===== src/tcp_cfg.svh =====
`ifndef TCP_CFG_SVH
`define TCP_CFG_SVH
// ------------------------------------------------------------
// Register offsets
// ------------------------------------------------------------
`define TCP_ADDR_W 4
`define TCP_REG_CON1 4'h0
`define TCP_REG_CON2 4'h1
`define TCP_REG_STAT 4'h2
`define TCP_REG_BUF 4'h3
`define TCP_REG_ADDR 4'h4
`define TCP_REG_BAUD 4'h5
`define TCP_REG_FLAG 4'h6
// ------------------------------------------------------------
// Field positions
// ------------------------------------------------------------
`define TCP_CON1_CKP 4
`define TCP_CON1_EN 5
`define TCP_CON1_ADDRESS_HOLD_ENABLE 6
`define TCP_CON2_SEN 0
`define TCP_CON2_PEN 2
`define TCP_CON2_ACK_DATA_BIT 5
`define TCP_CON2_ACK_STATUS_BIT 6
`define TCP_STAT_BF 0
`define TCP_STAT_RW 2
`define TCP_STAT_START 3
`define TCP_STAT_STOP 4
`define TCP_STAT_DA 5
`define TCP_STAT_ACK_TIMING_STATUS 7
`define TCP_FLAG_IF 0
`define TCP_FLAG_WRITE_COLLISION_FLAG 1
`define TCP_FLAG_BCL 2
// ------------------------------------------------------------
// Mode codes and reset values
// ------------------------------------------------------------
`define TCP_MODE_CLIENT7 4'h6
`define TCP_MODE_HOST 4'h8
`define TCP_MODE_FWHOST 4'hb
`define TCP_RST_BAUD 8'h09
`define TCP_RST_ADDR 7'h00
`endif


===== src/tcp_pkg.sv =====
package tcp_pkg;
    typedef enum logic [2:0] {
        CS_IDLE, CS_ADDR, CS_HOLD, CS_ACK, CS_STRETCH, CS_TX, CS_TXACK
    } tcp_cstate_t;
    typedef enum logic [1:0] {
        HS_IDLE, HS_WAIT1, HS_WAIT2
    } tcp_hstate_t;
endpackage : tcp_pkg


===== src/tcp_port.sv =====
// Our own choices: the register offsets and the strobed register port.
`timescale 1ns/10ps
`include "tcp_cfg.svh"
// Operation
// RULE1: Address hold stretches SCL after eighth edge
// RULE2: Status and buffered address readable during hold
// RULE3: Release clock drives software chosen ack
// RULE4: Read request ack stretches and flags
// RULE5: Transmit load after ack sets full
// RULE6: Capture host ack on ninth pulse
// RULE7: Not-acknowledge releases SCL and SDA
// RULE8: Host mode overrides pin direction low
// RULE9: Start/stop bits cleared by reset, disable
// RULE10: Firmware host keeps only condition detectors
// RULE11: Host events set interrupt flag
// RULE12: No queuing; early buffer write collides
// RULE13: Generation suspends detection, flags on finish
// RULE14: Host first byte is address plus direction; host mode here only loads the buffer and never shifts it out
// RULE15: Host receive acknowledges each byte; host mode here has no receive, and only the client drives an ack
// RULE16: Repeated start keeps bus ownership
// RULE17: Released SCL halts generator until high
// RULE18: Buffer write during sequence sets collision
// RULE19: Low five control bits locked during start
// RULE20: Start waits one period with lines high
// RULE21: Second timeout ends start holding SDA
// RULE22: Start collision sets flag, returns idle
// RULE23: Client shifts on falling, latches ninth rising
// RULE24: Generator counts down reload, timeout unit
module tcp_port (
    // Clock and reset
    input wire logic CORE_CLK,
    input wire logic RSTN,
    // Register port
    input wire logic [`TCP_ADDR_W-1:0] ADDR,
    input wire logic [7:0] WDATA,
    input wire logic WR,
    input wire logic RD,
    output logic [7:0] RDATA,
    // Bus pins
    input wire logic SCL_IN,
    output logic SCL_OUT,
    output logic SCL_OE,
    input wire logic SDA_IN,
    output logic SDA_OUT,
    output logic SDA_OE
);
    logic [7:0] con1;
    logic [7:0] con2;
    logic [6:0] own_addr;
    logic [7:0] baud;
    logic [7:0] buffer;
    logic [7:0] shreg;
    logic [3:0] bitcnt;
    logic buffer_full_flag, rw, da, ack_timing_status, start_det, stop_det;
    logic port_interrupt_flag, write_collision_flag, bus_collision_flag;
    logic scl_q, sda_q, scl_fall, scl_rise, start_cond, stop_cond;
    logic sda_low_drv, scl_low_drv, baud_load, baud_run, baud_to;
    logic wr_buf, rd_buf, host_mode, fw_host, client_mode, enabled;
    tcp_pkg::tcp_cstate_t cstate;
    tcp_pkg::tcp_hstate_t hstate;

    assign enabled = con1[`TCP_CON1_EN];
    assign host_mode = enabled && con1[3:0] == `TCP_MODE_HOST;
    assign fw_host = enabled && con1[3:0] == `TCP_MODE_FWHOST;
    assign client_mode = enabled && con1[3:0] == `TCP_MODE_CLIENT7;
    assign wr_buf = WR && ADDR == `TCP_REG_BUF;
    assign rd_buf = RD && ADDR == `TCP_REG_BUF;
    assign scl_fall = scl_q && !SCL_IN;
    assign scl_rise = !scl_q && SCL_IN;
    assign start_cond = sda_q && !SDA_IN && SCL_IN && scl_q;
    assign stop_cond = !sda_q && SDA_IN && SCL_IN && scl_q;

    // ------------------------------------------------------------
    // Pin drivers, open drain
    // ------------------------------------------------------------
    assign SCL_OUT = 1'b0;
    assign SDA_OUT = 1'b0;
    assign SCL_OE = scl_low_drv; // RULE8
    assign SDA_OE = sda_low_drv; // RULE8

    always_ff @(posedge CORE_CLK) begin
        if (!RSTN) begin
            scl_q <= 1'b1;
            sda_q <= 1'b1;
        end else begin
            scl_q <= SCL_IN;
            sda_q <= SDA_IN;
        end
    end

    // ------------------------------------------------------------
    // Baud rate generator
    // ------------------------------------------------------------
    tcp_baud #(
        .W(8)
    ) u_baud (
        .clk(CORE_CLK),
        .rstn(RSTN),
        .load(baud_load),
        .run(baud_run),
        .reload(baud),
        .timeout(baud_to)
    ); // RULE24

    // ------------------------------------------------------------
    // Host start generator
    // ------------------------------------------------------------
    always_comb begin
        baud_load = 1'b0;
        baud_run = hstate != tcp_pkg::HS_IDLE;
        if (host_mode && hstate == tcp_pkg::HS_IDLE
            && con2[`TCP_CON2_SEN] && SCL_IN && SDA_IN) begin
            baud_load = 1'b1; // RULE20
        end
        if (hstate == tcp_pkg::HS_WAIT1 && baud_to && SCL_IN && SDA_IN) begin
            baud_load = 1'b1; // RULE20
        end
        if (!SCL_IN && !scl_low_drv) begin
            baud_run = 1'b0; // RULE17
        end
    end

    always_ff @(posedge CORE_CLK) begin
        if (!RSTN || !host_mode) begin
            hstate <= tcp_pkg::HS_IDLE;
        end else begin
            case (hstate)
                tcp_pkg::HS_IDLE: begin
                    if (con2[`TCP_CON2_SEN] && SCL_IN && SDA_IN) begin
                        hstate <= tcp_pkg::HS_WAIT1;
                    end
                end
                tcp_pkg::HS_WAIT1: begin
                    if (!SCL_IN) begin
                        hstate <= tcp_pkg::HS_IDLE; // RULE22
                    end else if (baud_to) begin
                        hstate <= SDA_IN ? tcp_pkg::HS_WAIT2
                                         : tcp_pkg::HS_IDLE;
                    end
                end
                tcp_pkg::HS_WAIT2: begin
                    if (baud_to) begin
                        hstate <= tcp_pkg::HS_IDLE; // RULE21
                    end
                end
                default: hstate <= tcp_pkg::HS_IDLE;
            endcase
        end
    end

    // ------------------------------------------------------------
    // Client state machine
    // ------------------------------------------------------------
    always_ff @(posedge CORE_CLK) begin
        if (!RSTN || !client_mode || start_cond || stop_cond) begin
            cstate <= tcp_pkg::CS_IDLE;
            bitcnt <= 4'h0;
            if (start_cond && client_mode) begin
                cstate <= tcp_pkg::CS_ADDR;
            end
        end else begin
            case (cstate)
                tcp_pkg::CS_ADDR: begin
                    if (scl_rise) begin
                        bitcnt <= bitcnt + 4'h1;
                    end
                    if (scl_fall && bitcnt == 4'h8) begin
                        bitcnt <= 4'h0;
                        if (shreg[7:1] != own_addr) begin
                            cstate <= tcp_pkg::CS_IDLE;
                        end else if (con1[`TCP_CON1_ADDRESS_HOLD_ENABLE]) begin
                            cstate <= tcp_pkg::CS_HOLD; // RULE1
                        end else begin
                            cstate <= tcp_pkg::CS_ACK;
                        end
                    end
                end
                tcp_pkg::CS_HOLD: begin
                    if (con1[`TCP_CON1_CKP]) begin
                        cstate <= tcp_pkg::CS_ACK; // RULE3
                    end
                end
                tcp_pkg::CS_ACK: begin
                    if (scl_fall) begin
                        if (con2[`TCP_CON2_ACK_DATA_BIT] || !rw) begin
                            cstate <= tcp_pkg::CS_IDLE; // RULE7
                        end else begin
                            cstate <= tcp_pkg::CS_STRETCH; // RULE4
                        end
                    end
                end
                tcp_pkg::CS_STRETCH: begin
                    if (con1[`TCP_CON1_CKP]) begin
                        cstate <= tcp_pkg::CS_TX; // RULE5
                    end
                end
                tcp_pkg::CS_TX: begin
                    if (scl_fall) begin
                        bitcnt <= bitcnt + 4'h1; // RULE23
                        if (bitcnt == 4'h7) begin
                            cstate <= tcp_pkg::CS_TXACK;
                        end
                    end
                end
                tcp_pkg::CS_TXACK: begin
                    if (scl_fall) begin
                        bitcnt <= 4'h0;
                        cstate <= con2[`TCP_CON2_ACK_STATUS_BIT]
                                  ? tcp_pkg::CS_IDLE // RULE7
                                  : tcp_pkg::CS_STRETCH; // RULE6
                    end
                end
                default: cstate <= tcp_pkg::CS_IDLE;
            endcase
        end
    end

    always_comb begin
        scl_low_drv = 1'b0;
        sda_low_drv = 1'b0;
        if (cstate == tcp_pkg::CS_HOLD || cstate == tcp_pkg::CS_STRETCH) begin
            scl_low_drv = 1'b1; // RULE1
        end
        if (cstate == tcp_pkg::CS_ACK && !con2[`TCP_CON2_ACK_DATA_BIT]) begin
            sda_low_drv = 1'b1; // RULE3 RULE15
        end
        if (cstate == tcp_pkg::CS_TX && !shreg[7]) begin
            sda_low_drv = 1'b1; // RULE23
        end
        if (hstate == tcp_pkg::HS_WAIT2) begin
            sda_low_drv = 1'b1; // RULE20
        end
        if (host_mode && hstate == tcp_pkg::HS_IDLE && start_det) begin
            sda_low_drv = 1'b1; // RULE16
        end
        if (fw_host) begin
            scl_low_drv = 1'b0; // RULE10
            sda_low_drv = 1'b0;
        end
    end

    // ------------------------------------------------------------
    // Shift register and buffer
    // ------------------------------------------------------------
    always_ff @(posedge CORE_CLK) begin
        if (!RSTN) begin
            shreg <= 8'h00;
            buffer <= 8'h00;
            buffer_full_flag <= 1'b0;
        end else begin
            if (cstate == tcp_pkg::CS_ADDR && scl_rise) begin
                shreg <= {shreg[6:0], SDA_IN};
            end
            if (cstate == tcp_pkg::CS_ADDR && scl_fall && bitcnt == 4'h8
                && shreg[7:1] == own_addr) begin
                buffer <= shreg; // RULE2
                buffer_full_flag <= 1'b1;
            end
            if (cstate == tcp_pkg::CS_TX && scl_fall) begin
                shreg <= {shreg[6:0], 1'b1}; // RULE23
            end
            if (cstate == tcp_pkg::CS_STRETCH && con1[`TCP_CON1_CKP]) begin
                shreg <= buffer; // RULE5
                buffer_full_flag <= 1'b0;
            end
            if (rd_buf) begin
                buffer_full_flag <= 1'b0; // RULE2
            end
            if (wr_buf) begin
                if (cstate == tcp_pkg::CS_STRETCH) begin
                    buffer <= WDATA; // RULE5
                    buffer_full_flag <= 1'b1;
                end else if (host_mode && hstate == tcp_pkg::HS_IDLE
                             && !con2[`TCP_CON2_SEN]) begin
                    buffer <= WDATA; // RULE14
                    buffer_full_flag <= 1'b1;
                end
            end
        end
    end

    // ------------------------------------------------------------
    // Control and status registers
    // ------------------------------------------------------------
    always_ff @(posedge CORE_CLK) begin
        if (!RSTN) begin
            con1 <= 8'h00;
            con2 <= 8'h00;
            own_addr <= `TCP_RST_ADDR;
            baud <= `TCP_RST_BAUD;
        end else begin
            if (WR && ADDR == `TCP_REG_CON1) begin
                con1 <= WDATA;
            end else if (WR && ADDR == `TCP_REG_CON2) begin
                con2[7:5] <= WDATA[7:5];
                if (hstate == tcp_pkg::HS_IDLE && !con2[`TCP_CON2_SEN]) begin
                    con2[4:0] <= WDATA[4:0]; // RULE19
                end
            end else if (WR && ADDR == `TCP_REG_ADDR) begin
                own_addr <= WDATA[6:0];
            end else if (WR && ADDR == `TCP_REG_BAUD) begin
                baud <= WDATA;
            end
            if ((cstate == tcp_pkg::CS_ADDR && scl_fall && bitcnt == 4'h8
                 && con1[`TCP_CON1_ADDRESS_HOLD_ENABLE])
                || (cstate == tcp_pkg::CS_ACK && scl_fall && rw
                    && !con2[`TCP_CON2_ACK_DATA_BIT])
                || (cstate == tcp_pkg::CS_TXACK && scl_fall
                    && !con2[`TCP_CON2_ACK_STATUS_BIT])) begin
                con1[`TCP_CON1_CKP] <= 1'b0; // RULE4
            end
            if (cstate == tcp_pkg::CS_TXACK && scl_rise) begin
                con2[`TCP_CON2_ACK_STATUS_BIT] <= SDA_IN; // RULE6
            end
            if ((hstate == tcp_pkg::HS_WAIT2 && baud_to)
                || (hstate != tcp_pkg::HS_IDLE && !SCL_IN)
                || (hstate == tcp_pkg::HS_IDLE && con2[`TCP_CON2_SEN]
                    && !SCL_IN && !SDA_IN)) begin
                con2[`TCP_CON2_SEN] <= 1'b0; // RULE21
            end
        end
    end

    always_ff @(posedge CORE_CLK) begin
        if (!RSTN || !enabled) begin
            start_det <= 1'b0; // RULE9
            stop_det <= 1'b0;
            rw <= 1'b0;
            da <= 1'b0;
            ack_timing_status <= 1'b0;
        end else begin
            if (start_cond && hstate == tcp_pkg::HS_IDLE) begin
                start_det <= 1'b1; // RULE13
                stop_det <= 1'b0;
            end else if (stop_cond && hstate == tcp_pkg::HS_IDLE) begin
                stop_det <= 1'b1; // RULE13
                start_det <= 1'b0;
            end
            if (hstate == tcp_pkg::HS_WAIT1 && baud_to && SCL_IN && SDA_IN) begin
                start_det <= 1'b1; // RULE20
                stop_det <= 1'b0;
            end
            if (cstate == tcp_pkg::CS_ADDR && scl_fall && bitcnt == 4'h8) begin
                rw <= shreg[0]; // RULE2
                da <= 1'b0;
                ack_timing_status <= 1'b0;
            end
            if (cstate == tcp_pkg::CS_HOLD || cstate == tcp_pkg::CS_ACK) begin
                ack_timing_status <= 1'b1; // RULE2
            end else if (cstate == tcp_pkg::CS_TX) begin
                ack_timing_status <= 1'b0;
                da <= 1'b1;
            end
        end
    end

    // ------------------------------------------------------------
    // Event flags: set wins over software clear
    // ------------------------------------------------------------
    always_ff @(posedge CORE_CLK) begin
        if (!RSTN) begin
            port_interrupt_flag <= 1'b0;
            write_collision_flag <= 1'b0;
            bus_collision_flag <= 1'b0;
        end else begin
            if (WR && ADDR == `TCP_REG_FLAG) begin
                port_interrupt_flag <= WDATA[`TCP_FLAG_IF];
                write_collision_flag <= WDATA[`TCP_FLAG_WRITE_COLLISION_FLAG];
                bus_collision_flag <= WDATA[`TCP_FLAG_BCL];
            end
            if ((cstate == tcp_pkg::CS_ADDR && scl_fall && bitcnt == 4'h8
                 && con1[`TCP_CON1_ADDRESS_HOLD_ENABLE] && shreg[7:1] == own_addr)
                || (cstate == tcp_pkg::CS_ACK && scl_fall && rw
                    && !con2[`TCP_CON2_ACK_DATA_BIT])
                || (cstate == tcp_pkg::CS_TXACK && scl_fall)) begin
                port_interrupt_flag <= 1'b1; // RULE1
            end
            if ((host_mode || fw_host) && hstate == tcp_pkg::HS_IDLE
                && (start_cond || stop_cond)) begin
                port_interrupt_flag <= 1'b1; // RULE11
            end
            if (hstate == tcp_pkg::HS_WAIT2 && baud_to) begin
                port_interrupt_flag <= 1'b1; // RULE13
            end
            if (wr_buf && (hstate != tcp_pkg::HS_IDLE
                           || con2[`TCP_CON2_SEN]
                           || cstate == tcp_pkg::CS_TX)) begin
                write_collision_flag <= 1'b1; // RULE12 RULE18
            end
            if ((hstate == tcp_pkg::HS_IDLE && host_mode
                 && con2[`TCP_CON2_SEN] && !SCL_IN && !SDA_IN)
                || (hstate != tcp_pkg::HS_IDLE && hstate != tcp_pkg::HS_WAIT2
                    && !SCL_IN)) begin
                bus_collision_flag <= 1'b1; // RULE22
            end
        end
    end

    // ------------------------------------------------------------
    // Read port
    // ------------------------------------------------------------
    always_ff @(posedge CORE_CLK) begin
        if (!RSTN) begin
            RDATA <= 8'h00;
        end else if (!RD) begin
            RDATA <= 8'h00;
        end else if (ADDR == `TCP_REG_CON1) begin
            RDATA <= con1;
        end else if (ADDR == `TCP_REG_CON2) begin
            RDATA <= con2;
        end else if (ADDR == `TCP_REG_STAT) begin
            RDATA <= {ack_timing_status, 1'b0, da, stop_det, start_det, rw,
                      1'b0, buffer_full_flag}; // RULE2
        end else if (ADDR == `TCP_REG_BUF) begin
            RDATA <= buffer;
        end else if (ADDR == `TCP_REG_ADDR) begin
            RDATA <= {1'b0, own_addr};
        end else if (ADDR == `TCP_REG_BAUD) begin
            RDATA <= baud;
        end else if (ADDR == `TCP_REG_FLAG) begin
            RDATA <= {5'h00, bus_collision_flag, write_collision_flag,
                      port_interrupt_flag};
        end else begin
            RDATA <= 8'h00;
        end
    end
endmodule : tcp_port


===== src/tcp_baud.sv =====
`timescale 1ns/10ps
module tcp_baud #(
    parameter int W = 8
) (
    // Clock and reset
    input wire logic clk,
    input wire logic rstn,
    // Control
    input wire logic load,
    input wire logic run,
    input wire logic [W-1:0] reload,
    // Status
    output logic timeout
);
    logic [W-1:0] count;

    // Count down from reload; pulse at zero
    always_ff @(posedge clk) begin
        if (!rstn) begin
            count <= '0;
            timeout <= 1'b0;
        end else if (load) begin
            count <= reload;
            timeout <= 1'b0;
        end else if (run && count != '0) begin
            count <= count - 1'b1;
            timeout <= (count == {{(W-1){1'b0}}, 1'b1});
        end else begin
            timeout <= 1'b0;
        end
    end
endmodule : tcp_baud


===== config.mk =====
export PLATFORM = sky130hd
export DESIGN_NAME = tcp_port
export DESIGN_NICKNAME = d
export VERILOG_FILES = /design/src/tcp_pkg.sv /design/src/tcp_port.sv /design/src/tcp_baud.sv
export VERILOG_INCLUDE_DIRS = /design/src
export SDC_FILE = /design/constraint.sdc
export NUM_CORES = 1
export LEC_CHECK = 0
export BUFFER_PORTS_ARGS = -buffer_cell sky130_fd_sc_hd__clkbuf_2
export CORE_UTILIZATION = 60
export CTS_CLUSTER_DIAMETER = 30
export CTS_CLUSTER_SIZE = 30
export DETAILED_ROUTE_END_ITERATION = 10
export PLACE_DENSITY = 0.79
export SYNTH_ARGS = -nofsm -noshare
export SYNTH_HDL_FRONTEND = slang
export SYNTH_SLANG_ARGS = --single-unit
export TNS_END_PERCENT = 20

===== constraint.sdc =====
create_clock -name CORE_CLK -period 3.7 [get_ports CORE_CLK]
set_input_delay 0.185 -clock CORE_CLK [delete_from_list [all_inputs] [get_ports CORE_CLK]]
set_output_delay 0.185 -clock CORE_CLK [all_outputs]
set_load 0.05 [all_outputs]

---- After elaboration in Yosys (flattened, before gate mapping) ----
Cells that the tools add are included.
Widths: inputs -> output; s select.
word-level totals
  flip-flop bits (word level) ............. 84
  logic and storage cells ................. 272
  output and inout bits ................... 12
cells by class
  add/subtract/negate cells ............... 2
  equal/unequal tests ..................... 37
  reductions and logical operators ........ 123
  mux-type cells .......................... 78
  bitwise logic cells ..................... 5
operator list
  kind                 count
  $mux 8               15
  $logic_and 1x1->1    64
  $mux 1               36
  $mux 3               11
  $ne 3x3->1 const B   8
  $eq 4x3->1 const B   5
  $logic_or 1x1->1     19
  $pmux 3 s6           1
  $mux 4               4
  $logic_not 1->1      14
  $mux 7               2
  $eq 4x4->1 const B   3
  $mux 2               6
  $pmux 4 s3           1
  $reduce_bool 3->1    4
  $reduce_bool 2->1    5
  $eq 3x3->1 const B   3
  $reduce_and 3->1     3
  $eq 4x2->1 const B   2
  $eq 8x1->1 const B   1
  $ne 2x2->1 const B   4
  $reduce_and 4->1     2
  $reduce_bool 8->1    1
  $sub 8x1->8 const B  1
  other kinds (20)     30

---- Depth between registers and ports, before layout ----
Gate-level depths: netlist (run 1).
  depth in word-level cells ............... 11
  depth in mapped cells ................... 7

---- Hierarchy ----
A second synthesis (run 1) with hierarchy kept.
second synthesis, totals
  cell total of the unflattened synthesis .. 520
  area total of the unflattened synthesis .. 4533.1 um^2
modules (own cells, without submodules)
  module    instances  cells each  area each (um^2)
  tcp_port  1          453         3958.8
  tcp_baud  1          67          574.3

---- Worst setup path after synthesis (run 1) ----
Ideal clock, no wire load.
  kind .................................... reg2out
  from .................................... register cstate[2]
  to ...................................... output port SDA_OE
  cell stages (with the launch flop) ...... 8
  setup slack ............................. 1.586 ns
  data required time ...................... 3.515 ns
  arrival ................................. 1.929 ns
  cells stage by stage .................... edfxtp_1 -> buf_4 -> clkbuf_1 -> inv_1 -> nor3_1 -> o21ai_0 -> o21a_1 -> a31oi_1
on the way
  longest elaborated chain between the ends .. 7
  elaborated cells between the ends (all ways) .. 9
  those cells by class .................... 2 x eq/ne; 5 x mux; 2 x reduce/logical
ends and longest elaborated chain
  item                    line             RTL
  start, declared         tcp_port.sv:59   tcp_pkg::tcp_cstate_t cstate;
  start signal, assigned  tcp_port.sv:156  cstate <= tcp_pkg::CS_IDLE;
  start signal, assigned  tcp_port.sv:159  cstate <= tcp_pkg::CS_ADDR;
  start signal, assigned  tcp_port.sv:170  cstate <= tcp_pkg::CS_IDLE;
  $eq 3x2->1              tcp_port.sv:224  if (cstate == tcp_pkg::CS_ACK && !con2[`TCP_CON2_ACK_DATA_BIT]) begin
  $logic_and 1x1->1       tcp_port.sv:224
  $mux 1                  tcp_port.sv:224
  $mux 1 *                tcp_port.sv:227  if (cstate == tcp_pkg::CS_TX && !shreg[7]) begin
  $mux 1 *                tcp_port.sv:230  if (hstate == tcp_pkg::HS_WAIT2) begin
  $mux 1 *                tcp_port.sv:233  if (host_mode && hstate == tcp_pkg::HS_IDLE && start_det) begin
  $mux 1 *                tcp_port.sv:236  if (fw_host) begin
  end, declared           tcp_port.sv:45   output logic SDA_OE
Mark *: on every way between the ends. The rest lies on a longest branch, timed or not.

---- Worst setup path after layout (run 1) ----
  from .................................... register con1[5]
  to ...................................... output port SDA_OE
on the way
  longest elaborated chain between the ends .. 5
  elaborated cells between the ends (all ways) .. 6
  those cells by class .................... 2 x mux; 4 x reduce/logical
ends and longest elaborated chain
  item                                line             RTL
  start, declared                     tcp_port.sv:47   logic [7:0] con1;
  start signal, assigned              tcp_port.sv:287  con1 <= 8'h00;
  start signal, assigned              tcp_port.sv:293  con1 <= WDATA;
  start signal, assigned by index     tcp_port.sv:310  con1[`TCP_CON1_CKP] <= 1'b0;
  $logic_and 1x1->1 (no source line)  n/a
  $logic_and 1x1->1 (2 in series)     tcp_port.sv:233
  $mux 1                              tcp_port.sv:233
  $mux 1 *                            tcp_port.sv:236
Marks and branches as above.

==> tab_implementation.tex, run 1 <==
\begin{tabular}{lr}
\hline
Metric & Value \\
\hline
\multicolumn{2}{l}{\textbf{Die}} \\
Total Die Area & 7890 µm² \\
Top Ports & 30 \\
Starting density of the core & 62.4\% \\
Num rows & 31 \\
Vertical die dimension & 88.9 µm \\
Core outline area & 7250 µm² \\
Die outline width & 88.9 µm \\
\multicolumn{2}{l}{\textbf{Route}} \\
First-pass DRT Iterations & 5 \\
DRC violation total after the first TritonRoute iteration & 352 \\
Average vias per placed instance & $\sim$6.4 \\
Average detailed-routed wire length per instance & 19.1 µm \\
DR vias & 4074 \\
DR DRC count & 0 \\
Detail Route Antenna Nets & 0 \\
Final Routed Wirelength & about 12000 µm \\
\multicolumn{2}{l}{\textbf{Critical path}} \\
Cell at the slowest stage of the critical path & dfxtp\_1 \\
Reg-to-reg critical path startpoint & cstate[1]\$\_SDFFCE\_PP0P\_ \\
Category of the critical setup timing path & flop to output pin \\
Worst r2r dst & cstate[2]\$\_SDFFCE\_PP0P\_ \\
Arrival time of data at the critical path endpoint & 2.25 ns \\
Reg2Reg Depth & 5 \\
List of cells traversed by the critical path & nand3b\_1 -> nor3\_1 -> a21oi\_1 -> o21a\_1 -> a31oi\_1 -> clkbuf\_2 \\
Critical path fanouts, max & 6 \\
Buffer and inverter count on the worst path & 1 \\
Max stage delay on crit path & 0.51 ns \\
Category of cells accounting for the largest share of critical-path delay & simple AND/OR/NAND/NOR gates \\
Endpoint kind of the worst setup timing path & output pin \\
Minimum setup slack among reg-to-reg paths & 1.54 ns \\
Required time of the critical path & 3.51 ns \\
Startpoint type of the worst setup path & flop \\
\multicolumn{2}{l}{\textbf{Synth}} \\
Library cells used by synthesis & 72 \\
Fraction of synthesized cell area in xor and xnor cells & 3.65\% \\
Synth Area in Compound Gates & 19.6\% \\
Post-Synth Adder-Cell Area & 1.38\% \\
Synthesized area divided by synthesized cell count & $\sim$8.7 µm² \\
Syn Inst Count & 523 \\
Seq/Total Area, Yosys & 37.8\% \\
Largest family of logic cells by synthesized area & simple AND/OR/NAND/NOR gates \\
Number of warnings reported in the yosys synthesis log & 0 \\
Count of flip-flops with a built-in enable after synthesis & 3 \\
Simple-gate portion of the synthesized area & between 20\% and 30\% \\
Number of storage elements in the synthesis netlist & between 80 and 90 \\
Primary flip-flop cell chosen by synthesis mapping & dfxtp\_1 \\
Post-Synthesis Cell Area & 4530 µm² \\
Multiplexer area fraction after synthesis & 11.9\% \\
Async set-or-reset flop fraction in the synthesized netlist & 0\% \\
\multicolumn{2}{l}{\textbf{Power and ir drop}} \\
Total power per unit cell area & 339 nW/µm² \\
Leakage & 1.85 nW \\
Maximum ir drop on the vdd rail & 230 µV \\
\multicolumn{2}{l}{\textbf{Timing}} \\
Setup Viol. Count Final & 0 \\
Maximum operating frequency & slightly above 0.4 GHz \\
Hold slack final & between 0.1 and 0.15 ns \\
Worst max-slew margin expressed relative to the limit & 42.2\% \\
Unrepaired setup endpoints after global routing & no \\
Worst-Margin Slew & 0.859 ns \\
Setup Total Neg Slack & 0 ns \\
Clock tree skew after final layout & 0.0116 ns \\
Pins over their slew limit & 0 \\
Final period util & 65.7\% \\
Count of endpoints failing hold in the final timing report & 0 \\
Worst Slack Setup Final & 1.27 ns \\
Clock period minus final worst setup slack & 2.43 ns \\
\multicolumn{2}{l}{\textbf{CTS}} \\
Clock insertion delay at the later pin of the skew report & approximately 0.36 ns \\
Number of buffers on the longest clock path & 2 \\
Number of sinks on the clock net & 84 \\
Number of buffers created by CTS & 9 \\
Clock tree from TritonCTS & built \\
Clock transition at the registers of the reported paths & 0.09 ns \\
Number of cells upsized or downsized after cts & 0 \\
Number of buffers added to fix hold violations after cts & 0 \\
Count of H-tree levels built during CTS & 3 \\
Clk Tree Root Cell & clkbuf\_8 \\
Post-CTS setup repair buffer count & 0 \\
\multicolumn{2}{l}{\textbf{Placed design}} \\
HPWL reported at the end of detailed placement & about 8800 µm \\
Quantity of I/O buffers inserted on ports & 27 \\
Placed standard-cell area & around 4600 µm² \\
Worst-case setup slack after placement & 1.57 ns \\
Routability Congestion & 0.963 \\
\multicolumn{2}{l}{\textbf{Finish}} \\
Post-layout nets & roughly 560 \\
Antenna cell count & 0 \\
Syn-to-layout area delta & 6.39\% \\
Fin area & about 4800 µm² \\
Most used cells in the layout excluding fill and tap cells & dfxtp\_1, nor2\_1, mux2i\_1 \\
Leading cell type in the layout, fill and taps excluded & dfxtp\_1 \\
Share of layout cells above drive strength 1 & 12.1\% \\
Multi-input combinational cell area & 2610 µm² \\
Register area & $\sim$1700 µm² \\
Number of fill cells & roughly 620 \\
\multicolumn{2}{l}{\textbf{Worst hold path}} \\
Path category of the worst min-delay check & input pin to flop \\
Hold wc startpoint & WDATA[6] \\
Hold Path Sink & buffer[6]\$\_SDFF\_PN0\_ \\
Worst Hold Depth & 2 \\
\multicolumn{2}{l}{\textbf{GRT}} \\
Number of global-route vias before repair & approximately 3700 \\
Initial antenna violation count & 0 \\
Overall track demand over capacity in global routing & between 30\% and 40\% \\
Wire length of the first global-routing pass & roughly 19000 µm \\
Largest net degree at the start of global routing & 42 \\
Aggregate global routing overflow & 0 \\
\multicolumn{2}{l}{\textbf{Job}} \\
Max-cap violations & 0 \\
\multicolumn{2}{l}{\textbf{Status}} \\
Run status & completed \\
\hline
\end{tabular}
## how the worst max path moves through the flow
stage                                  from                 endpoint  slack [ns]  cells past startpoint
finish                 con1[5]$_SDFFE_PN0P_                   SDA_OE        1.27                      6
global route        cstate[2]$_SDFFCE_PP0P_                   SDA_OE        1.10                      6
floorplan           cstate[2]$_SDFFCE_PP0P_                   SDA_OE        1.59                      7
CTS                    con1[5]$_SDFFE_PN0P_                   SDA_OE        1.30                      6
detailed placement  cstate[1]$_SDFFCE_PP0P_  cstate[1]$_SDFFCE_PP0P_        1.57                      5
global placement        cstate[0]$_DFFE_PP_     buffer[6]$_SDFF_PN0_        1.65                      5
## layer usage
metal	wire length, µm	global-route usage [%]	vias up
met1	5000	42.0	1910
met2	5760	52.0	214
met5	0	0	-
met3	1020	6.53	33
met4	360	14.8	0
li1	-	-	1917
## Yosys cell counts, types with 3 or more instances
library cell,n,area [µm²]
buf_1,4,15.0
nand2_1,47,176
nor2_1,51,191
nand3_1,10,50.1
edfxtp_1,3,90.1
o2bb2ai_1,9,78.8
xor2_1,10,87.6
nand4_1,6,37.5
o21ai_1,5,25.0
a21oi_1,36,180
o2111ai_1,5,43.8
mux2i_1,49,490
clkbuf_1,13,48.8
a211oi_1,11,82.6
nand3b_1,4,30.0
buf_4,3,22.5
o21ai_0,28,140
o211ai_1,6,45.0
nor3b_1,4,30.0
buf_2,10,50.1
nor2b_1,11,68.8
nand2b_1,6,37.5
dfxtp_1,81,1620
and4_1,3,26.3
mux2_2,3,33.8
nor4_1,6,37.5
nor3_1,12,60.1
xnor2_1,7,61.3
ha_1,5,62.6
a22oi_1,3,22.5
or3_1,4,25.0
a31oi_1,5,31.3
o21a_1,3,22.5
inv_1,16,60.1
## worst register-to-register path: stages, from the launching register on
cell	delay (ns)
edfxtp_1	0.74
nor2b_1	0.19
nand2_1	0.23
nand2_1	0.08
o2bb2ai_1	0.12
o21ai_0	0.44
## final cells by class
| type | count | area share (%) |
|---|---|---|
| clock buffer | 10 | 2.86 |
| sequential | 84 | 35.6 |
| inverter | 16 | 1.25 |
| multi-input combinational | 393 | 54.2 |
| clock inverter | 5 | 0.598 |
| timing repair buffer | 28 | 2.96 |
| tap | 99 | 2.57 |
## logic make-up after synthesis
kind of cell | after synthesis
AND/OR/NAND/NOR | 182
other | 1
buffers and inverters | 47
flip-flops | 84
adder cells (fa/ha/maj) | 5
AO/OA/AOI/OAI | 133
XOR/XNOR | 18
multiplexers | 53
## metrics by stage
step / util (%) / instances / power (mW)
3_5_place_dp: 64.1 / 620 / 1.06
2_1_floorplan: - / 524 / 1.02
3_3_place_gp: 64.1 / 620 / 1.06
5_1_grt: 66.4 / 635 / 1.68
4_1_cts: 66.4 / 635 / 1.63
6_report: 66.4 / 635 / 1.63
## power breakdown
| part | internal, mW | switching, mW |
|---|---|---|
| Combinational | 0.0335 | 0.0830 |
| Sequential | 0.915 | 0.00918 |
| Clock | 0.255 | 0.337 |
| Total | 1.20 | 0.429 |
## state kept, by name, summed over array words and instances (netlist names), 7 cells and up
| signal | cells |
|---|---|
| con1 | 8 |
| baud | 8 |
| RDATA | 8 |
| own_addr | 7 |
| u_baud.count | 8 |
| shreg | 8 |
| con2 | 8 |
| buffer | 8 |
Note: power is estimated with default switching activity, not from simulation.
==> run 2, diff against run 1 <==
CORE_UTILIZATION = 55   (was 60)
PLACE_DENSITY = 0.76   (was 0.79)
clock period = 2.02 ns   (was 3.7 ns; I/O delays follow)
==> tab_implementation.tex, run 2 (synthesis results as in run 1) <==
\begin{tabular}{lr}
\hline
Metric & Value \\
\hline
\multicolumn{2}{l}{\textbf{GRT}} \\
Aggregate global routing overflow & 0 (unchanged) \\
Largest net degree at the start of global routing & 26 (-38\%) \\
Overall track demand over capacity in global routing & 31.5\% (-0.88 points) \\
Wire length of the first global-routing pass & 20600 µm (+9.1\%) \\
Initial antenna violation count & 0 (unchanged) \\
Number of global-route vias before repair & 3995 (+8.5\%) \\
\multicolumn{2}{l}{\textbf{CTS}} \\
Clock transition at the registers of the reported paths & 0.10 ns (about the same) \\
Clock tree from TritonCTS & built \\
Clk Tree Root Cell & clkbuf\_8 \\
Number of sinks on the clock net & 84 (unchanged) \\
Count of H-tree levels built during CTS & 3 (unchanged) \\
Number of buffers added to fix hold violations after cts & 0 (unchanged) \\
Number of buffers on the longest clock path & 2 (unchanged) \\
Number of buffers created by CTS & 9 (unchanged) \\
Clock insertion delay at the later pin of the skew report & 0.37 ns (about the same) \\
\multicolumn{2}{l}{\textbf{Timing}} \\
Maximum operating frequency & between 0.5 and 0.6 GHz \\
Unrepaired setup endpoints after global routing & yes \\
Final period util & 97.9\% \\
Clock tree skew after final layout & 0.0117 ns (+0.000149 ns) \\
Count of endpoints failing hold in the final timing report & 0 (unchanged) \\
Worst Slack Setup Final & 0.0416 ns (-1.23 ns) \\
Worst-Margin Slew & 0.526 ns (-0.333 ns) \\
Hold slack final & 0.0525 ns (-0.0889 ns) \\
Worst max-slew margin expressed relative to the limit & 64.6\% (+22 points) \\
Pins over their slew limit & 0 (unchanged) \\
Clock period minus final worst setup slack & just under 2 ns \\
Setup Viol. Count Final & 0 (unchanged) \\
\multicolumn{2}{l}{\textbf{Power and ir drop}} \\
Power share of the combinational group & 7.3\% (+0.2 points) \\
Total net switching power & 857 µW (+100\%) \\
Seq pwr share & 52.9\% (-3.7 points) \\
Leakage & 2.09 nW (+13\%) \\
Switch share & 26.8\% (+0.53 points) \\
Internal power & 2.34 mW (+94\%) \\
Clk network pwr share & 39.8\% (+3.5 points) \\
Total power per unit cell area & 613 nW/µm² (+81\%) \\
Maximum ir drop on the vdd rail & 402 µV (+75\%) \\
Post-layout power & 3.20 mW (+96\%) \\
\multicolumn{2}{l}{\textbf{Critical path}} \\
Category of the critical setup timing path & flop to output pin \\
Critical path fanouts, max & 6 (unchanged) \\
Endpoint kind of the worst setup timing path & output pin \\
Arrival time of data at the critical path endpoint & 1.88 ns (-0.37 ns) \\
Reg2Reg Depth & 6 (+1) \\
Required time of the critical path & 1.92 ns (-1.59 ns) \\
Startpoint type of the worst setup path & flop \\
\multicolumn{2}{l}{\textbf{Die}} \\
Starting density of the core & 57.7\% (-4.7 points) \\
Top Ports & 30 (unchanged) \\
Vertical die dimension & 92.7 µm (+4.3\%) \\
Core outline area & 7850 µm² (+8.2\%) \\
Num rows & 32 (+3.2\%) \\
Die outline width & 92.7 µm (+4.3\%) \\
Total Die Area & 8600 µm² (+8.9\%) \\
\multicolumn{2}{l}{\textbf{Route}} \\
Final Routed Wirelength & 12900 µm (+6.1\%) \\
Met3 layer wire length in the routed design & 917 µm (-9.7\%) \\
Top sig layer & met4 \\
DRC violation total after the first TritonRoute iteration & 298 (-15\%) \\
Average detailed-routed wire length per instance & 19.0 µm (-0.76\%) \\
Detail Route Antenna Nets & 0 (unchanged) \\
DR vias & 4232 (+3.9\%) \\
DR DRC count & 0 (unchanged) \\
First-pass DRT Iterations & 5 (unchanged) \\
M1 wire length & 5450 µm (+9.0\%) \\
Total length of routed met2 wires & 6170 µm (+7.1\%) \\
Average vias per placed instance & 6.23 (-2.9\%) \\
\multicolumn{2}{l}{\textbf{Worst hold path}} \\
Worst Hold Depth & 2 (unchanged) \\
Path category of the worst min-delay check & input pin to flop \\
\multicolumn{2}{l}{\textbf{Placed design}} \\
Routability Congestion & 0.956 (-0.75\%) \\
HPWL reported at the end of detailed placement & 9570 µm (+8.6\%) \\
Placed standard-cell area & 4900 µm² (+5.5\%) \\
Worst-case setup slack after placement & 0.0725 ns (-1.50 ns) \\
Quantity of I/O buffers inserted on ports & 27 (unchanged) \\
\multicolumn{2}{l}{\textbf{Status}} \\
Run status & completed \\
\multicolumn{2}{l}{\textbf{Finish}} \\
Antenna cell count & 0 (unchanged) \\
Share of layout cells above drive strength 1 & 19.8\% (+7.6 points) \\
Post-layout nets & 595 (+7.2\%) \\
Syn-to-layout area delta & 15.3\% \\
Most used cells in the layout excluding fill and tap cells & dfxtp\_1, nor2\_1, mux2i\_1 \\
Leading cell type in the layout, fill and taps excluded & dfxtp\_1 \\
Fin area & 5220 µm² (+8.4\%) \\
\multicolumn{2}{l}{\textbf{Job}} \\
Max-cap violations & 0 (unchanged) \\
\hline
\end{tabular}
run 2: worst max-delay path: stages (launching register included):
cell      delay (ns)
edfxtp_1        0.53
xnor2_2         0.22
a311oi_4        0.36
buf_4           0.18
clkbuf_4        0.22
run 2: layer usage:
metal / track usage [%] / up-vias
met5: 0 / -
met3: 4.19 / 25
met2: 51.4 / 165
li1: - / 1991
met4: 14.1 / 0
met1: 41.4 / 2051
run 2: final timing paths:
| kind | end | slack, ns | from |
|---|---|---|---|
| setup reg to reg | u_baud.count[1]$_SDFFE_PN0P_ | 0.12 | cstate[2]$_SDFFCE_PP0P_ |
| setup / recovery | SCL_OE | 0.04 | cstate[2]$_SDFFCE_PP0P_ |
| hold / removal | buffer[6]$_SDFF_PN0_ | 0.05 | WDATA[6] |
| hold reg to reg | con2[4]$_SDFFE_PN0P_ | 0.48 | con2[4]$_SDFFE_PN0P_ |
run 2: repair_timing:
item / 4_1_cts / 5_1_grt
pin swaps: 1 / 1
gates resized for setup: 5 / 10
buffers inserted: 7 / 1
endpoints found under the setup margin: 2 / 6
run 2: power groups by stage:
stage / Sequential (mW) / Clock, mW / Combinational [mW]
2_1_floorplan: 1.73 / 0 / 0.138
6_report: 1.69 / 1.27 / 0.234
5_1_grt: 1.69 / 1.35 / 0.250
3_5_place_dp: 1.73 / 0 / 0.227
4_1_cts: 1.69 / 1.27 / 0.229
3_3_place_gp: 1.73 / 0 / 0.223
run 2: area by class of cell:
type	count	area [µm²]
clock buffer	9	124
clock inverter	7	78.8
fill	673	2630
inverter	16	60.1
multi-input combinational	393	2640
sequential	84	1710
tap	102	128
timing repair buffer	68	474
run 2: metrics by stage:
stage	instances	util [%]	TNS (ns)
5_1_grt	679	66.5	-0.0311
3_5_place_dp	655	62.5	0
2_1_floorplan	524	-	-0.0105
6_report	679	66.5	0
3_3_place_gp	655	62.5	0
4_1_cts	678	66.0	0
==> run 3, diff against run 2 <==
CORE_UTILIZATION = 60   (was 55)
PLACE_DENSITY = 0.79   (was 0.76)
clock period = 1.93 ns   (was 2.02 ns; I/O delays follow)
==> tab_implementation.tex, run 3 (synthesis results as in run 1) <==
\begin{tabular}{lr}
\hline
Metric & Value \\
\hline
\multicolumn{2}{l}{\textbf{GRT}} \\
Overall track demand over capacity in global routing & 34.9\% (+3.4 points) \\
Aggregate global routing overflow & 0 (unchanged) \\
Number of global-route vias before repair & 3861 (-3.4\%) \\
Largest net degree at the start of global routing & 23 (-12\%) \\
Wire length of the first global-routing pass & 20200 µm (-1.8\%) \\
Initial antenna violation count & 0 (unchanged) \\
\multicolumn{2}{l}{\textbf{Die}} \\
Top Ports & 30 (unchanged) \\
Core outline area & 7250 µm² (-7.6\%) \\
Num rows & 31 (-3.1\%) \\
Vertical die dimension & 88.9 µm (-4.2\%) \\
Die outline width & 88.9 µm (-4.2\%) \\
Total Die Area & 7890 µm² (-8.2\%) \\
Starting density of the core & 62.4\% (+4.7 points) \\
\multicolumn{2}{l}{\textbf{Finish}} \\
Final cell utilization of the core & 72.9\% (+6.4 points) \\
Post-layout nets & 597 (+0.34\%) \\
Antenna cell count & 0 (unchanged) \\
Syn-to-layout area delta & 16.8\% \\
Leading cell type in the layout, fill and taps excluded & dfxtp\_1 \\
Post-route insts no fill & 677 (-0.29\%) \\
Share of layout cells above drive strength 1 & 20.2\% (+0.48 points) \\
Most used cells in the layout excluding fill and tap cells & dfxtp\_1, nor2\_1, mux2i\_1 \\
Number of fill cells & 580 (-14\%) \\
\multicolumn{2}{l}{\textbf{Timing}} \\
Unrepaired setup endpoints after global routing & yes \\
Clock period minus final worst setup slack & $\sim$1.9 ns \\
Maximum operating frequency & approximately 0.52 GHz \\
Hold slack final & 0.0410 ns (-0.0115 ns) \\
Setup Total Neg Slack & 0 ns (unchanged) \\
Count of endpoints failing hold in the final timing report & 0 (unchanged) \\
Worst max-slew margin expressed relative to the limit & 66.0\% (+1.4 points) \\
Worst-Margin Slew & 0.505 ns (-0.0209 ns) \\
Setup Viol. Count Final & 0 (unchanged) \\
Pins over their slew limit & 0 (unchanged) \\
Worst Slack Setup Final & 0.0124 ns (-0.0292 ns) \\
Final period util & between 90\% and 100\% \\
Clock tree skew after final layout & 0.00460 ns (-0.00711 ns) \\
\multicolumn{2}{l}{\textbf{Placed design}} \\
Routability Congestion & 0.908 (-5.1\%) \\
Quantity of I/O buffers inserted on ports & 27 (unchanged) \\
Worst-case setup slack after placement & 0.0789 ns (+0.00648 ns) \\
Cells after DPL & 658 (+0.46\%) \\
HPWL reported at the end of detailed placement & 9650 µm (+0.83\%) \\
\multicolumn{2}{l}{\textbf{Power and ir drop}} \\
Maximum ir drop on the vdd rail & 556 µV (+38\%) \\
Seq pwr share & 51.5\% (-1.4 points) \\
Switch share & 24.4\% (-2.4 points) \\
Total power per unit cell area & 650 nW/µm² (+6.1\%) \\
Total net switching power & 839 µW (-2.0\%) \\
Clk network pwr share & 41.2\% (+1.4 points) \\
Power share of the combinational group & 7.3\% (about the same) \\
Internal power & 2.60 mW (+11\%) \\
Leakage & 2.11 nW (+0.66\%) \\
\multicolumn{2}{l}{\textbf{Route}} \\
DR vias & 4288 (+1.3\%) \\
DRC violation total after the first TritonRoute iteration & 415 (+39\%) \\
DR DRC count & 0 (unchanged) \\
Final Routed Wirelength & 13100 µm (+2.0\%) \\
Average detailed-routed wire length per instance & 19.4 µm (+2.3\%) \\
Average vias per placed instance & 6.33 (+1.6\%) \\
Detail Route Antenna Nets & 0 (unchanged) \\
First-pass DRT Iterations & 5 (unchanged) \\
\multicolumn{2}{l}{\textbf{Critical path}} \\
Source of the critical timing path & cstate[1]\$\_SDFFCE\_PP0P\_ \\
Critical path fanouts, max & 4 (-2) \\
Endpoint kind of the worst setup timing path & output pin \\
Startpoint type of the worst setup path & flop \\
Arrival time of data at the critical path endpoint & 1.82 ns (-0.06 ns) \\
Minimum setup slack among reg-to-reg paths & 0.09 ns (-0.03 ns) \\
Required time of the critical path & 1.83 ns (-0.09 ns) \\
Worst setup endpoint & SDA\_OE \\
Reg2Reg Depth & 7 (+1) \\
Worst r2r dst & buffer[0]\$\_SDFF\_PN0\_ \\
Category of the critical setup timing path & flop to output pin \\
Reg-to-reg critical path startpoint & cstate[1]\$\_SDFFCE\_PP0P\_ \\
\multicolumn{2}{l}{\textbf{CTS}} \\
Number of buffers created by CTS & 9 (unchanged) \\
Clock insertion delay at the later pin of the skew report & 0.37 ns (about the same) \\
Number of buffers on the longest clock path & 2 (unchanged) \\
Number of sinks on the clock net & 84 (unchanged) \\
Clock tree from TritonCTS & built \\
Count of H-tree levels built during CTS & 3 (unchanged) \\
Clock transition at the registers of the reported paths & 0.08 ns (-0.02 ns) \\
Clk Tree Root Cell & clkbuf\_8 \\
\multicolumn{2}{l}{\textbf{Job}} \\
Max-cap violations & 0 (unchanged) \\
\multicolumn{2}{l}{\textbf{Worst hold path}} \\
Path category of the worst min-delay check & input pin to flop \\
\multicolumn{2}{l}{\textbf{Status}} \\
Run status & completed \\
\hline
\end{tabular}
==> run 3: routing by layer <==
layer  vias up  part of all wire (%)  global-route usage (%)
met3        36                   8.3                    8.49
met2       220                    47                    57.6
met1      2046                    42                    43.7
met4         0                   2.7                    14.5
li1       1986                     -                       -
met5         -                     0                       0
==> run 3: power by group through the flow <==
stage	logic (mW)	registers [mW]	clock network, mW
3_5_place_dp	0.239	1.81	0
2_1_floorplan	0.144	1.81	0
5_1_grt	0.266	1.77	1.50
4_1_cts	0.243	1.77	1.44
6_report	0.251	1.77	1.42
3_3_place_gp	0.239	1.81	0
==> run 3: worst min path at each step <==
stage	end	slack [ns]	cells after the start	start
detailed placement	baud[3]$_SDFFE_PN1P_	0.34	2	RSTN
global route	baud[1]$_SDFFE_PN0P_	0.05	3	WDATA[1]
finish	scl_q$_SDFF_PN1_	0.04	2	SCL_IN
floorplan	buffer[0]$_SDFF_PN0_	0.21	1	WDATA[0]
global placement	baud[3]$_SDFFE_PN1P_	0.32	2	RSTN
CTS	buffer[5]$_SDFF_PN0_	0.03	2	WDATA[5]
==> run 3: final cells by class <==
| type | count | area (µm²) | area share, % |
|---|---|---|---|
| clock buffers | 10 | 138 | 2.60 |
| well taps | 99 | 124 | 2.34 |
| inverters | 16 | 60.1 | 1.14 |
| multi-input cells | 393 | 2670 | 50.5 |
| repair buffers | 70 | 494 | 9.35 |
| clock inverters | 5 | 85.1 | 1.61 |
| flip-flops and latches | 84 | 1720 | 32.4 |
==> run 3: what timing repair did <==
| action | in CTS | in global routing |
|---|---|---|
| endpoints found under the setup margin | 2 | 20 |
| endpoints found under the hold margin | 2 | 0 |
| hold buffers | 1 | 0 |
| setup buffers | 3 | 0 |
| gates resized for setup | 9 | 11 |
==> run 3: worst max-delay path, stage by stage, from the launching register on <==
cell and delay (ns):
edfxtp_1 0.44, buf_4 0.18, nor3_2 0.18, o21ai_1 0.15
o21a_1 0.14, a31oi_2 0.16, clkbuf_8 0.21
==> run 3: metrics by stage <==
step / power, mW / area, µm²
after floorplan: 1.96 / 4540
after global placement: 2.05 / 4950
after detailed placement: 2.05 / 4950
after CTS: 3.45 / 5240
after global routing: 3.54 / 5290
final: 3.44 / 5290
